`src/common/cfpe_pkg.sv`:
```
// Shared constants and types of the CAN frame protocol engine
package cfpe_pkg;

	// Bus levels
	localparam logic DOMINANT = 1'b0;
	localparam logic RECESSIVE = 1'b1;

	// Field lengths in bits and last-bit indices
	localparam logic [6:0] ARB_LAST = 7'h0b;
	localparam logic [6:0] CTRL_LAST = 7'h05;
	localparam logic [6:0] CRC_LAST = 7'h0e;
	localparam logic [6:0] EOF_LAST = 7'h06;
	localparam logic [6:0] INTER_LAST = 7'h02;
	localparam logic [6:0] SUSP_LAST = 7'h07;
	localparam logic [6:0] FLAG_LAST = 7'h05;
	localparam logic [6:0] DELIM_LAST = 7'h06;
	localparam logic [6:0] DATA_MSB = 7'h3f;
	localparam logic [3:0] DLC_MAX = 4'h8;
	localparam logic [2:0] STUFF_RUN = 3'h5;
	localparam logic [2:0] PFLAG_RUN = 3'h6;
	localparam logic [2:0] FLAG_EXT_MAX = 3'h6;
	localparam logic [1:0] OVL_MAX = 2'h2;

	// Protocol states, Gray coded along the frame path
	typedef enum logic [3:0] {
		ST_IDLE = 4'h0, ST_SOF = 4'h1, ST_ARB = 4'h3, ST_CTRL = 4'h2,
		ST_DATA = 4'h6, ST_CRC = 4'h7, ST_CRCDEL = 4'h5, ST_ACK = 4'h4,
		ST_ACKDEL = 4'hc, ST_EOF = 4'hd, ST_INTER = 4'hf, ST_SUSP = 4'he,
		ST_FLAG = 4'ha, ST_FWAIT = 4'hb, ST_DELIM = 4'h9
	} cfpe_state_t;

	// Frame to send, held by the transmit buffer
	typedef struct packed {
		logic [10:0] id;
		logic rtr;
		logic [3:0] dlc;
		logic [63:0] data;
		logic [14:0] crc;
	} cfpe_txfrm_t;

	// One-cycle event pulses and destuffed receive bit
	typedef struct packed {
		logic done;
		logic retry;
		logic lost;
		logic err;
		logic ovl;
		logic rx_vld;
		logic rx_bit;
		logic hsync;
	} cfpe_evt_t;

	// Engine state
	typedef struct packed {
		cfpe_state_t st;
		logic [6:0] cnt;
		logic [6:0] dlen;
		logic tx_bit;
		logic txing;
		logic stuff;
		logic pas;
		logic [1:0] ovl_cnt;
		logic was_tx;
		logic [2:0] dom_cnt;
		logic rx_rtr;
		logic [3:0] rx_dlc;
		cfpe_txfrm_t frm;
		cfpe_evt_t evt;
	} cfpe_eng_t;

	// Run-length tracker state
	typedef struct packed {
		logic last;
		logic [2:0] run;
	} cfpe_run_t;

	// Two-stage synchroniser state
	typedef struct packed {
		logic s1;
		logic s2;
	} cfpe_syn_t;

endpackage

```
`src/cfpe_engine.sv`:
```
// CAN frame protocol engine: framing, arbitration, stuffing, error and overload frames
//
// Notes on behaviour
// [RQ1] - Remote frames carry a recessive RTR bit, no data; receivers ignore their DLC.
// [RQ2] - Error-active node signals an error with six dominant flag bits.
// [RQ3] - Error-passive flag is recessive, complete after six equal bits from its start.
// [RQ4] - After the flag, wait for recessive then seven more recessive delimiter bits.
// [RQ5] - Superimposed flags of six to twelve dominant bits are accepted.
// [RQ6] - An error during own data or remote frame forces a retransmission.
// [RQ7] - Any deviation from the error frame shape starts a new error frame.
// [RQ8] - No receiver-not-ready overload; dominant in intermission starts overload next bit.
// [RQ9] - At most two overload frames before one data or remote frame.
// [RQ10] - Overload frames never cause retransmission of the previous frame.
// [RQ11] - Overload flag is six dominant bits, then an eight bit recessive delimiter.
// [RQ12] - Frames follow intermission and idle; passive senders add suspend transmission.
// [RQ13] - Intermission is three recessive bits with no frame start; after two overloads the code takes a dominant bit here as start of frame.
// [RQ14] - Transmit only from bus idle; dominant in idle is start of frame.
// [RQ15] - Recessive sent but dominant seen in arbitration: become receiver silently.
// [RQ16] - Identifier goes MSB first, RTR last; lowest value wins.
// [RQ17] - Software never loads identifiers whose top seven bits are all ones.
// [RQ18] - Sender inserts a complement bit after five equal bits, SOF through CRC.
// [RQ19] - Receiver drops the bit after five equal; not complement means stuff error.
// [RQ20] - Fixed-form fields are not stuffed; each bit holds its level all period.
// [RQ21] - Bit, stuff, form or ack error starts the flag in the next bit.
// [RQ22] - Error frame is overlapping flags followed by the delimiter.
// [RQ23] - CRC mismatch flags after the acknowledge delimiter unless already flagging.
// [RQ24] - All state moves only on the per-bit sample strobe; the evt pulses clear and the pin synchroniser shifts on every clock.
`timescale 1ns/100ps
`default_nettype none
module cfpe_engine
(
	input wire logic clk,
	input wire logic sys_rst,
	input wire logic sample_tick,
	input wire logic bus_rx,
	output logic bus_tx,
	input wire logic err_passive,
	input wire logic tx_req,
	input wire cfpe_pkg::cfpe_txfrm_t tx_frm,
	input wire logic rx_crc_ok,
	output var cfpe_pkg::cfpe_evt_t evt,
	output logic bus_idle
);
	cfpe_pkg::cfpe_eng_t q;
	cfpe_pkg::cfpe_eng_t nxt_q;
	logic rx_s;
	logic stf_hit;
	logic stf_last;
	logic pf_hit;
	logic stf_en;
	logic stf_rst;
	logic stuffed_st;

	//--------------------------------------------------------------
	// Pin input and run trackers
	//--------------------------------------------------------------

	cfpe_sync u_sync
	(
		.clk(clk),
		.sys_rst(sys_rst),
		.pin_in(bus_rx),
		.pin_sync(rx_s)
	);

	// Stuffed region runs from SOF to the end of the CRC sequence
	assign stuffed_st = (q.st == cfpe_pkg::ST_SOF) || (q.st == cfpe_pkg::ST_ARB) ||
		(q.st == cfpe_pkg::ST_CTRL) || (q.st == cfpe_pkg::ST_DATA) ||
		(q.st == cfpe_pkg::ST_CRC);
	// A dominant bit in idle or suspend, or in intermission after two overloads, is a start of frame: restart the run there
	assign stf_en = sample_tick && (q.stuff || stuffed_st ||
		((q.st == cfpe_pkg::ST_IDLE || q.st == cfpe_pkg::ST_INTER ||
		q.st == cfpe_pkg::ST_SUSP) && rx_s == cfpe_pkg::DOMINANT)); // [RQ19]
	assign stf_rst = q.stuff || q.st == cfpe_pkg::ST_IDLE || q.st == cfpe_pkg::ST_SOF ||
		q.st == cfpe_pkg::ST_INTER || q.st == cfpe_pkg::ST_SUSP;

	cfpe_runlen #(.LIM(cfpe_pkg::STUFF_RUN)) u_stuff
	(
		.clk(clk),
		.sys_rst(sys_rst),
		.en(stf_en),
		.restart(stf_rst),
		.bit_in(rx_s),
		.hit(stf_hit),
		.last_bit(stf_last)
	);

	// Equal-bit run counted from the start of a passive flag
	cfpe_runlen #(.LIM(cfpe_pkg::PFLAG_RUN)) u_pflag
	(
		.clk(clk),
		.sys_rst(sys_rst),
		.en(sample_tick && q.st == cfpe_pkg::ST_FLAG),
		.restart(q.cnt == 7'h00),
		.bit_in(rx_s),
		.hit(pf_hit),
		.last_bit()
	);

	//--------------------------------------------------------------
	// Field bit selection for our own frame
	//--------------------------------------------------------------

	// Identifier MSB first then RTR, control, data MSB first, CRC MSB first
	function automatic logic fbit(input cfpe_pkg::cfpe_state_t s, input logic [6:0] c,
		input cfpe_pkg::cfpe_txfrm_t f);
		logic [11:0] arb;
		logic [5:0] ctl;
		arb = {f.id, f.rtr}; // [RQ16]
		ctl = {2'h0, f.dlc};
		case (s)
			cfpe_pkg::ST_SOF: fbit = cfpe_pkg::DOMINANT;
			cfpe_pkg::ST_ARB: fbit = arb[4'(cfpe_pkg::ARB_LAST - c)]; // [RQ16]
			cfpe_pkg::ST_CTRL: fbit = ctl[3'(cfpe_pkg::CTRL_LAST - c)];
			cfpe_pkg::ST_DATA: fbit = f.data[6'(cfpe_pkg::DATA_MSB - c)];
			cfpe_pkg::ST_CRC: fbit = f.crc[4'(cfpe_pkg::CRC_LAST - c)];
			default: fbit = cfpe_pkg::RECESSIVE; // [RQ20]
		endcase
	endfunction

	//--------------------------------------------------------------
	// Protocol state machine
	//--------------------------------------------------------------

	// Next state, evaluated at each sample point
	always_comb
	begin
		logic rxb;
		logic err;
		logic ovl;
		logic rtr;
		logic [3:0] dlc;
		rxb = rx_s;
		err = 1'b0;
		ovl = 1'b0;
		rtr = 1'b0;
		dlc = 4'h0;
		nxt_q = q;
		nxt_q.evt = '0;
		if (sample_tick) // [RQ24]
		begin
			// Own dominant overwritten, or own recessive lost outside arbitration and ack
			if (q.tx_bit == cfpe_pkg::DOMINANT && rxb == cfpe_pkg::RECESSIVE)
				err = 1'b1; // [RQ7]
			else if (q.txing && q.tx_bit == cfpe_pkg::RECESSIVE &&
				rxb == cfpe_pkg::DOMINANT && q.st != cfpe_pkg::ST_ACK)
			begin
				if (q.st == cfpe_pkg::ST_ARB && !q.stuff)
				begin
					nxt_q.txing = 1'b0; // [RQ15]
					nxt_q.evt.lost = 1'b1;
				end
				else
					err = 1'b1;
			end
			if (err)
			begin
			end
			else if (q.stuff)
			begin
				// Sampled bit is a stuff bit: dropped, must be the complement
				nxt_q.stuff = 1'b0;
				if (rxb == stf_last)
					err = 1'b1; // [RQ19]
			end
			else
			begin
				if (stuffed_st)
				begin
					nxt_q.evt.rx_vld = 1'b1;
					nxt_q.evt.rx_bit = rxb;
				end
				nxt_q.cnt = q.cnt + 7'h01;
				case (q.st)
					cfpe_pkg::ST_IDLE:
					begin
						nxt_q.cnt = 7'h00;
						nxt_q.ovl_cnt = 2'h0;
						if (rxb == cfpe_pkg::DOMINANT)
						begin
							nxt_q.st = cfpe_pkg::ST_ARB; // [RQ14]
							nxt_q.evt.hsync = 1'b1;
							nxt_q.evt.rx_vld = 1'b1;
							nxt_q.was_tx = 1'b0;
						end
						else if (tx_req)
						begin
							nxt_q.st = cfpe_pkg::ST_SOF; // [RQ14]
							nxt_q.txing = 1'b1;
							nxt_q.was_tx = 1'b1;
							nxt_q.frm = tx_frm;
						end
					end
					cfpe_pkg::ST_SOF:
					begin
						nxt_q.st = cfpe_pkg::ST_ARB;
						nxt_q.cnt = 7'h00;
					end
					cfpe_pkg::ST_ARB:
					begin
						if (q.cnt == cfpe_pkg::ARB_LAST)
						begin
							nxt_q.rx_rtr = rxb;
							nxt_q.st = cfpe_pkg::ST_CTRL;
							nxt_q.cnt = 7'h00;
						end
					end
					cfpe_pkg::ST_CTRL:
					begin
						nxt_q.rx_dlc = {q.rx_dlc[2:0], rxb};
						if (q.cnt == cfpe_pkg::CTRL_LAST)
						begin
							// Remote frames have no data whatever their length code
							rtr = q.txing ? q.frm.rtr : q.rx_rtr; // [RQ1]
							dlc = q.txing ? q.frm.dlc : {q.rx_dlc[2:0], rxb};
							if (dlc > cfpe_pkg::DLC_MAX)
								dlc = cfpe_pkg::DLC_MAX;
							nxt_q.dlen = rtr ? 7'h00 : {dlc, 3'h0};
							nxt_q.st = (rtr || dlc == 4'h0) ? cfpe_pkg::ST_CRC : cfpe_pkg::ST_DATA;
							nxt_q.cnt = 7'h00;
						end
					end
					cfpe_pkg::ST_DATA:
					begin
						if (q.cnt == q.dlen - 7'h01)
						begin
							nxt_q.st = cfpe_pkg::ST_CRC;
							nxt_q.cnt = 7'h00;
						end
					end
					cfpe_pkg::ST_CRC:
					begin
						if (q.cnt == cfpe_pkg::CRC_LAST)
							nxt_q.st = cfpe_pkg::ST_CRCDEL;
					end
					cfpe_pkg::ST_CRCDEL:
					begin
						err = (rxb == cfpe_pkg::DOMINANT);
						nxt_q.st = cfpe_pkg::ST_ACK;
					end
					cfpe_pkg::ST_ACK:
					begin
						err = q.txing && rxb == cfpe_pkg::RECESSIVE; // [RQ21]
						nxt_q.st = cfpe_pkg::ST_ACKDEL;
					end
					cfpe_pkg::ST_ACKDEL:
					begin
						err = (rxb == cfpe_pkg::DOMINANT) || (!q.txing && !rx_crc_ok); // [RQ23]
						nxt_q.st = cfpe_pkg::ST_EOF;
						nxt_q.cnt = 7'h00;
					end
					cfpe_pkg::ST_EOF:
					begin
						err = (rxb == cfpe_pkg::DOMINANT);
						if (q.cnt == cfpe_pkg::EOF_LAST)
						begin
							nxt_q.evt.done = q.txing;
							nxt_q.txing = 1'b0;
							nxt_q.st = cfpe_pkg::ST_INTER;
							nxt_q.cnt = 7'h00;
						end
					end
					cfpe_pkg::ST_INTER:
					begin
						// Dominant here requests an overload flag from the next bit, or starts a frame after two overloads
						if (rxb == cfpe_pkg::DOMINANT)
						begin
							if (q.ovl_cnt < cfpe_pkg::OVL_MAX)
								ovl = 1'b1; // [RQ8] [RQ9]
							else
							begin
								nxt_q.st = cfpe_pkg::ST_ARB;
								nxt_q.cnt = 7'h00;
								nxt_q.ovl_cnt = 2'h0;
								nxt_q.was_tx = 1'b0;
							end
						end
						else if (q.cnt == cfpe_pkg::INTER_LAST) // [RQ13]
						begin
							nxt_q.cnt = 7'h00;
							nxt_q.st = (err_passive && q.was_tx) ?
								cfpe_pkg::ST_SUSP : cfpe_pkg::ST_IDLE; // [RQ12]
						end
					end
					cfpe_pkg::ST_SUSP:
					begin
						if (rxb == cfpe_pkg::DOMINANT)
						begin
							nxt_q.st = cfpe_pkg::ST_ARB;
							nxt_q.cnt = 7'h00;
							nxt_q.evt.hsync = 1'b1;
							nxt_q.was_tx = 1'b0;
						end
						else if (q.cnt == cfpe_pkg::SUSP_LAST)
							nxt_q.st = cfpe_pkg::ST_IDLE;
					end
					cfpe_pkg::ST_FLAG:
					begin
						// Active flag ends after six bits, passive after six equal bits
						if (q.pas ? pf_hit : q.cnt == cfpe_pkg::FLAG_LAST) // [RQ2] [RQ3]
						begin
							nxt_q.st = cfpe_pkg::ST_FWAIT;
							nxt_q.dom_cnt = 3'h0;
						end
						else if (q.cnt == 7'h7f)
							nxt_q.cnt = q.cnt;
					end
					cfpe_pkg::ST_FWAIT:
					begin
						// Wait for the recessive edge; it is the delimiter's first bit
						if (rxb == cfpe_pkg::RECESSIVE)
						begin
							nxt_q.st = cfpe_pkg::ST_DELIM; // [RQ4] [RQ11] [RQ22]
							nxt_q.cnt = 7'h00;
						end
						else if (q.dom_cnt == cfpe_pkg::FLAG_EXT_MAX)
							err = 1'b1; // [RQ5] [RQ7]
						else
							nxt_q.dom_cnt = q.dom_cnt + 3'h1;
					end
					cfpe_pkg::ST_DELIM:
					begin
						err = (rxb == cfpe_pkg::DOMINANT); // [RQ7]
						if (q.cnt == cfpe_pkg::DELIM_LAST)
						begin
							nxt_q.st = cfpe_pkg::ST_INTER;
							nxt_q.cnt = 7'h00;
						end
					end
					default:
					begin
						nxt_q.st = cfpe_pkg::ST_IDLE;
						nxt_q.cnt = 7'h00;
					end
				endcase
				// Five equal bits in the stuffed region: next bit is a stuff bit
				if (stf_hit && !err && !ovl)
					nxt_q.stuff = 1'b1; // [RQ18] [RQ19]
			end
			// Error or overload flag starts with the next bit
			if (err || ovl)
			begin
				nxt_q.st = cfpe_pkg::ST_FLAG; // [RQ21]
				nxt_q.cnt = 7'h00;
				nxt_q.stuff = 1'b0;
				nxt_q.txing = 1'b0;
				nxt_q.pas = err && err_passive;
				nxt_q.evt.err = err;
				nxt_q.evt.ovl = !err;
				nxt_q.evt.lost = 1'b0;
				nxt_q.evt.retry = err && q.txing; // [RQ6] [RQ10]
				nxt_q.was_tx = q.was_tx && !err || q.txing;
				nxt_q.ovl_cnt = err ? 2'h0 : q.ovl_cnt + 2'h1; // [RQ9]
			end
			// Level driven for the whole next bit period
			if (nxt_q.st == cfpe_pkg::ST_FLAG)
				nxt_q.tx_bit = nxt_q.pas ? cfpe_pkg::RECESSIVE : cfpe_pkg::DOMINANT; // [RQ2]
			else if (nxt_q.stuff)
				nxt_q.tx_bit = nxt_q.txing ? ~rxb : cfpe_pkg::RECESSIVE; // [RQ18]
			else if (nxt_q.txing)
				nxt_q.tx_bit = fbit(nxt_q.st, nxt_q.cnt, nxt_q.frm); // [RQ20]
			else if (nxt_q.st == cfpe_pkg::ST_ACK && rx_crc_ok)
				nxt_q.tx_bit = cfpe_pkg::DOMINANT;
			else
				nxt_q.tx_bit = cfpe_pkg::RECESSIVE; // [RQ15]
		end
	end

	// State register
	always_ff @(posedge clk or posedge sys_rst)
	begin
		if (sys_rst)
		begin
			q <= '0;
			q.tx_bit <= cfpe_pkg::RECESSIVE;
		end
		else
			q <= nxt_q;
	end

	assign bus_tx = q.tx_bit;
	assign evt = q.evt;
	assign bus_idle = (q.st == cfpe_pkg::ST_IDLE);
endmodule
`default_nettype wire

```
`src/cfpe_runlen.sv`:
```
// Counter of consecutive equal bus bits with early limit detect
`timescale 1ns/100ps
`default_nettype none
module cfpe_runlen
#(
	parameter logic [2:0] LIM = 3'h5
)
(
	input wire logic clk,
	input wire logic sys_rst,
	input wire logic en,
	input wire logic restart,
	input wire logic bit_in,
	output logic hit,
	output logic last_bit
);
	cfpe_pkg::cfpe_run_t q;
	cfpe_pkg::cfpe_run_t nxt_q;

	// Hit flags the bit that completes a run of LIM equal bits
	assign hit = en && !restart && (bit_in == q.last) && (q.run == LIM - 3'h1);
	assign last_bit = q.last;

	// Start a new run or extend the current one, saturating
	always_comb
	begin
		nxt_q = q;
		if (en)
		begin
			nxt_q.last = bit_in;
			if (restart || bit_in != q.last)
				nxt_q.run = 3'h1;
			else if (q.run != 3'h7)
				nxt_q.run = q.run + 3'h1;
		end
	end

	always_ff @(posedge clk or posedge sys_rst)
	begin
		if (sys_rst)
			q <= '0;
		else
			q <= nxt_q;
	end
endmodule
`default_nettype wire

```
`src/cfpe_sync.sv`:
```
// Two-stage synchroniser for the bus receive pin
`timescale 1ns/100ps
`default_nettype none
module cfpe_sync
(
	input wire logic clk,
	input wire logic sys_rst,
	input wire logic pin_in,
	output logic pin_sync
);
	cfpe_pkg::cfpe_syn_t q;
	cfpe_pkg::cfpe_syn_t nxt_q;

	// Shift the pin through two stages
	always_comb
	begin
		nxt_q.s1 = pin_in;
		nxt_q.s2 = q.s1;
	end

	always_ff @(posedge clk or posedge sys_rst)
	begin
		if (sys_rst)
			q <= 2'h3;
		else
			q <= nxt_q;
	end

	assign pin_sync = q.s2;
endmodule
`default_nettype wire
```
`config.mk`:
```
export PLATFORM = sky130hd
export DESIGN_NAME = cfpe_engine
export DESIGN_NICKNAME = d
export VERILOG_FILES = /design/src/common/cfpe_pkg.sv /design/src/cfpe_engine.sv /design/src/cfpe_runlen.sv /design/src/cfpe_sync.sv
export SDC_FILE = /design/constraint.sdc
export NUM_CORES = 1
export LEC_CHECK = 0
export BUFFER_PORTS_ARGS = -buffer_cell sky130_fd_sc_hd__buf_2
export CORE_ASPECT_RATIO = 0.9
export CORE_MARGIN = 4
export CORE_UTILIZATION = 53
export DETAILED_ROUTE_END_ITERATION = 12
export GPL_ROUTABILITY_DRIVEN = 0
export MAX_ROUTING_LAYER = met4
export PLACE_DENSITY = 0.74
export REMOVE_ABC_BUFFERS = 1
export SYNTH_ARGS = -nofsm -noshare
export SYNTH_HDL_FRONTEND = slang
export SYNTH_SLANG_ARGS = --single-unit
```
`constraint.sdc`:
```
create_clock -name clk -period 6.2 [get_ports clk]
set_input_delay 1.55 -clock clk [delete_from_list [all_inputs] [get_ports clk]]
set_output_delay 1.55 -clock clk [all_outputs]
set_load 0.1 [all_outputs]
```
==> Word level (Yosys, flattened, before mapping) <==
Index checks and enable logic that the tools add are counted.
{ "word_totals": {"out_inout_bits": 10, "in_bits": 102, "latchBits": 0, "word_cells": 299, "ram_bits": 0, "mem_bits_ro": 0, "reg_bits": 145, "mem_count": 0} }
{ "op_classes": {"add_sub_neg": 10, "reduce_logical": 66, "n_bitwise": 4, "mux": 126, "multipliers": 0, "magnitude_cmp": 6, "n_div": 0, "eq_ne": 56, "n_shift": 0} }
{ "op_table": {"columns": ["op", "count"], "rows": [
  ["$mux 107", 3],
  ["$mux 95", 3],
  ["$mux 11", 9],
  ["$mux 4", 16],
  ["$pmux 7 s9", 1],
  ["$mux 1", 58],
  ["$pmux 4 s14", 1],
  ["$mux 18", 3],
  ["$mux 7", 5],
  ["$mux 3", 11],
  ["$eq 4x4->1 const B", 8],
  ["$eq 4x3->1 const B", 7],
  ["$logic_and 1x1->1", 23],
  ["$eq 7x3->1 const B", 3],
  ["$logic_or 1x1->1", 18],
  ["$eq 4x2->1 const B", 4],
  ["$eq 7x4->1 const B", 2],
  ["$mux 6", 2],
  ["$ne 3x3->1 const B", 4],
  ["$lt 4x5->1 const B", 2],
  ["$reduce_and 5->1", 2],
  ["$add 3x1->3 const B", 3],
  ["$eq 3x3->1 const B", 3],
  ["$ne 3x2->1 const B", 3],
  ["other kinds (47)", 74]
]} }

==> Depth between registers and ports, before layout <==
{ "depth": {"depth_word": 24, "ltp_mapped": 17, "ltp_nobuf": 17} }

==> Hierarchy <==
A second synthesis with hierarchy kept.
{ "hier_totals": {"hier_cells": 895, "area_unflattened_um2": 8987.4} }
{ "modules_own_cells": {"columns": ["module", "cells_per_inst", "seq_area_each_um2", "instances", "area_per_inst_um2"], "rows": [
  ["cfpe_engine", 852, 3304.4, 1, 8460.6],
  ["cfpe_runlen", 20, 100.1, 2, 235.2],
  ["cfpe_sync", 3, 52.6, 1, 56.3]
]} }

==> Worst setup path before layout <==
OpenSTA, ideal clock, no wires.
{ "synth_path": {"path_type": "register to register", "from": "reg q[132] in the netlist's numbering", "to": "reg q, in the netlist bus_tx", "synth_period_minus_slack_ps": 5879, "t_arrival_ps": 5789, "setup_slack_ps": 321, "t_required_ps": 6110, "setup_ps": 90, "n_path_buf": 3, "stages_incl_launch_ff": 11, "cell_sequence": "dfrtp_1 buf_2 buf_2 nor4_1 nand4_1 clkbuf_1 a211oi_1 and4b_1 o211ai_1 a41oi_1 a31oi_1"} }
{ "synth_via": {"elab_cells_between_ends": 133, "cone_classes": "add/sub: 4; eq/ne: 22; mux: 72; reduce/logical: 35"} }
{ "synth_lines": {"columns": ["element", "line_no", "rtl"], "rows": [
  ["from (decl)", "cfpe_engine.sv:44", "cfpe_pkg::cfpe_eng_t q;"],
  ["from (signal assigned)", "cfpe_engine.sv:378", "q <= nxt_q;"],
  ["$logic_not 4->1 *", null, null],
  ["net bus_idle", "cfpe_engine.sv:42", "output logic bus_idle"],
  ["parallel branches: the longest is 16 deep, another holds $mux 107", null, null],
  ["$mux 1 *", "cfpe_engine.sv:356", "if (nxt_q.st == cfpe_pkg::ST_FLAG)"]
]} }
Mark *: on every way through the listed nets, which the timed path passes. The select of a mux whose other input is x is not followed.
A chain may end at the register's enable or synchronous reset.

==> Worst setup path after layout <==
{ "layout_path": {"from": "reg q[131] in the netlist's numbering", "to": "reg q, in the netlist bus_tx"} }
{ "layout_via": {"elab_chain_cells": 19, "elab_cells_between_ends": 64, "cone_classes": "add/sub: 4; eq/ne: 15; mux: 39; reduce/logical: 6"} }
{ "layout_rtl": {"columns": ["element", "line_no", "rtl"], "rows": [
  ["$logic_not 7->1", "cfpe_engine.sv:94", ".restart(q.cnt == 7'h00),"],
  ["$logic_not 1->1", "cfpe_runlen.sv:21", "assign hit = en && !restart && (bit_in == q.last) && (q.run == LIM - 3'h1);"],
  ["$logic_and 1x1->1 (3 in series)", "cfpe_runlen.sv:21", null],
  ["$mux 1", "cfpe_engine.sv:300", "if (q.pas ? pf_hit : q.cnt == cfpe_pkg::FLAG_LAST)"],
  ["$mux 7", "cfpe_engine.sv:300", null],
  ["$pmux 7 s9", "cfpe_engine.sv:174", "case (q.st)"],
  ["$mux 18", "cfpe_engine.sv:159", "else if (q.stuff)"],
  ["$mux 18", "cfpe_engine.sv:156", "if (err)"],
  ["$mux 11", "cfpe_engine.sv:341", "if (err || ovl)"],
  ["$mux 11", "cfpe_engine.sv:140", "if (sample_tick)"],
  ["$sub 6x6->6 (tied with other cells)", "cfpe_engine.sv:115", "cfpe_pkg::ST_DATA: fbit = f.data[6'(cfpe_pkg::DATA_MSB - c)];"],
  ["$bmux 1 s6 (tied with other cells)", "cfpe_engine.sv:115", null],
  ["$mux 1 (on tied branches)", null, null],
  ["$pmux 1 s5", "cfpe_engine.sv:111", "case (s)"],
  ["$mux 1", "cfpe_engine.sv:360", "else if (nxt_q.txing)"],
  ["$mux 1", "cfpe_engine.sv:358", "else if (nxt_q.stuff)"],
  ["$mux 1 *", "cfpe_engine.sv:356", null]
]} }
Mark *: on every way between the ends. The rest lies on a longest branch, timed or not. The select of a mux whose other input is x is not followed.

==> metrics.md <==
| Metric | Value |
|---|---|
| Lkg Pwr | `4.53 nW` |
| Most used DFF post-synth | `dfrtp_1` |
| Maximum vdd drop | `0.502 mV` |
| Buffers on Ports | `between 100 and 150` |
| Sequential area share after synthesis | `41.8%` |
| Async set-reset flop share out of synthesis | `100%` |
| Endpoints failing setup | `0` |
| # fillers | `1284` |
| Reg area | `3560 um2` |
| Post-synth EDFFs | `0` |
| Max_cap viols | `0` |
| DRT antenna net count | `0` |
| Critical Path Source | `q[131]` |
| Total GRT Usage | `25.3%` |
| RSZ-0062 raised after global routing | `false` |
| Critical Path RT | `about 6.5 ns` |
| CTS tree | `built` |
| H-tree depth | `4` |
| Status | `finished, final reports clean` |
| Ant diodes | `0` |
| Final net count | `around 1000` |
| Post-route DRC violation count | `0` |
| Hold path startpoint | `u_sync.nxt_q[0]` |
| Die width | `142 um` |
| Nature of the critical path endpoint | `flop` |
| I/O pins | `approximately 110` |
| Crit-path max FO | `19` |
| Number of global-route vias before repair | `6898` |
| Core Region | `15600 um2` |
| Clock Sinks | `142` |
| R2R depth | `14` |
| Reg2reg start | `q[131]` |
| PD cells | `543 nW/um2` |
| Post-DR wirelength/cell | `19.2 um` |
| Post-Synthesis Cell Area | `approximately 8500 um2` |
| Routed vias | `6963` |
| Area of the multi-input gates | `4570 um2` |
| Worst slack, placed | `1.48 ns` |
| Cells after Synth | `826` |
| CTS clk-pin slew, worst paths | `0.06 ns` |
| Avg Cell Area, Syn | `10.3 um2` |
| Clk_skew | `roughly 0.0063 ns` |
| CTS Hold Bufs | `0` |
| Post-CTS Repair Setup Buffers | `0` |
| Gr ovfl total | `0` |
| Post-route cell area | `9680 um2` |
| Clock buffer depth | `2` |
| Least-Margin Pin Slew | `1.02 ns` |
| Most frequent cells in the layout | `dfrtp_1, buf_2, mux2_2, nand2_1, o21ai_0` |
| Slew HR | `31.8%` |
| Reg-to-reg slack, setup | `1.55 ns` |
| Fmax | `0.215 GHz` |
| Area leader, netlist | `dfrtp_1` |
| Cts bufs inserted | `17` |
| Worst-Skew Late Latency | `between 0.4 and 0.5 ns` |
| Fin worst setup slack | `1.55 ns` |
| Layout area overhead | `13.7%` |
| Cell Area, Placed | `about 9100 um2` |
| Crit path DAT | `between 4 and 5 ns` |
| Fin crit share | `between 70% and 80%` |
| Post-DP HPWL | `15100 um` |
| Hold Path Sink | `u_sync.pin_sync` |
| Hold-critical path depth | `0` |
| Critical path class | `flop to flop` |
| Routed wire length | `21500 um` |
| Min Tclk post-route | `between 4 and 5 ns` |
| Drt first pass iters | `6` |
| Worst reg2reg path endpoint | `bus_tx` |
| Fin. Hold Viols | `0` |
| Starting Density | `54.6%` |
| Largest net degree at the start of global routing | `96` |
| Synth cell types | `87` |
| Global-route wire length before repair | `35900 um` |
| Largest cells by area after synthesis | `dfrtp_1, mux2_2, mux2i_1` |
| Synth warn | `0` |
| Initial antenna violation count | `0` |
| Die H | `128 um` |
| Synth Register Bits | `around 140` |
| Rows | `43` |
| Root Driver | `clkbuf_16` |
| Full die area | `18200 um2` |
| DRT iter0 DRCs | `907` |
| Post-synth top area share | `40.8%` |
| Vias per cell | `slightly above 6` |
| Fin. max-slew vios | `0` |
| Share of cells above drive strength 1 | `31.6%` |
| Number of gates resized after cts | `0` |
| Most common library cell in the layout ignoring fill and taps | `dfrtp_1` |
| Min-Delay Path Class | `flop to flop` |
| Worst setup SP type | `flop` |
## critical path, stage by stage, from the launching register on
cell and delay (ns):
dfrtp_1 0.48, nor3_1 0.86, nand3_1 0.28, a221o_1 0.45, o31a_1 0.35, a221o_4 0.43, nand2_8 0.16, inv_2 0.13
ha_1 0.40, o21ai_0 0.13, a21oi_1 0.06, or3_1 0.35, a22oi_1 0.20, a2bb2oi_1 0.20, a31oi_1 0.10
## routing by layer
| metal | part of all wire, % | global-route usage, % |
|---|---|---|
| met3 | 8.8 | 6.94 |
| met4 | 2.1 | 7.05 |
| met5 | 0 | - |
| met1 | 44 | 34.8 |
| met2 | 45 | 36.8 |
## through the flow
stage	hold slack [ns]	total power, mW	instances	util [%]	setup TNS [ns]
finish	0.355	5.26	1122	62.1	0
global route	0.364	5.63	1122	62.1	0
CTS	0.356	5.25	1122	62.1	0
detailed placement	0.347	4.27	1090	58.6	0
global placement	0.347	4.22	1090	58.6	0
floorplan	0.345	3.64	766	-	-129.73
## cell usage after synthesis (5+ instances only)
master    count
nor3_1       22
nor2_1       41
buf_4        11
buf_2        14
nor2b_1      13
clkbuf_1     26
buf_1         6
and3_1       11
mux2_2      108
nand2_1      60
xnor2_1       5
nor4_1       12
ha_1         16
nand4_1      10
o31ai_1      12
a31oi_1       9
inv_1        25
a211oi_1     12
mux2i_1      44
o211ai_1     11
o21ai_0      51
or3_1         5
dfrtp_1     139
a21oi_1      24
nand2b_1     11
nand3_1      17
a22o_1        5
o22ai_1       5
## power by group
group | internal, mW | total, mW | leakage (nW) | switching, mW
registers | 1.32 | 1.62 | 1.87 | 0.301
clock network | 0.520 | 0.945 | 0.254 | 0.425
logic | 1.19 | 2.69 | 2.41 | 1.50
## sequential cells by signal, summed over array words and instances, names as in the netlist
register / count
u_stuff.q: 3
u_stuff.last_bit: 1
bus_tx: 1
u_sync.pin_sync: 1
evt: 8
u_pflag.last_bit: 1
q: 123
u_pflag.q: 3
u_sync.nxt_q: 1
## cells by family after synthesis
family                   Yosys count  synth area share [%]
AO/OA/AOI/OAI                    179                  14.8
XOR/XNOR                           9                  1.19
adder cells (fa/ha/maj)           16                  2.35
buffers and inverters             88                  4.83
flip-flops                       142                  41.8
multiplexers                     155                  20.2
AND/OR/NAND/NOR                  237                  14.9
## how the worst max path moves through the flow
stage / endpoint / slack, ns / cells past startpoint
2_1_floorplan: q[100] / -1.36 / 5
3_3_place_gp: bus_tx / 1.56 / 14
3_5_place_dp: bus_tx / 1.48 / 15
4_1_cts: bus_tx / 1.63 / 14
5_1_grt: bus_tx / 1.13 / 14
6_report: bus_tx / 1.55 / 14
## cell type report
cell class / instances / area share, %
inverter: 28 / 1.14
sequential: 142 / 36.7
clock buffer: 19 / 4.47
tap: 202 / 2.61
clock inverter: 13 / 1.14
timing repair buffer: 122 / 6.72
multi-input combinational: 596 / 47.2
Note: power is estimated with default switching activity, not from simulation.
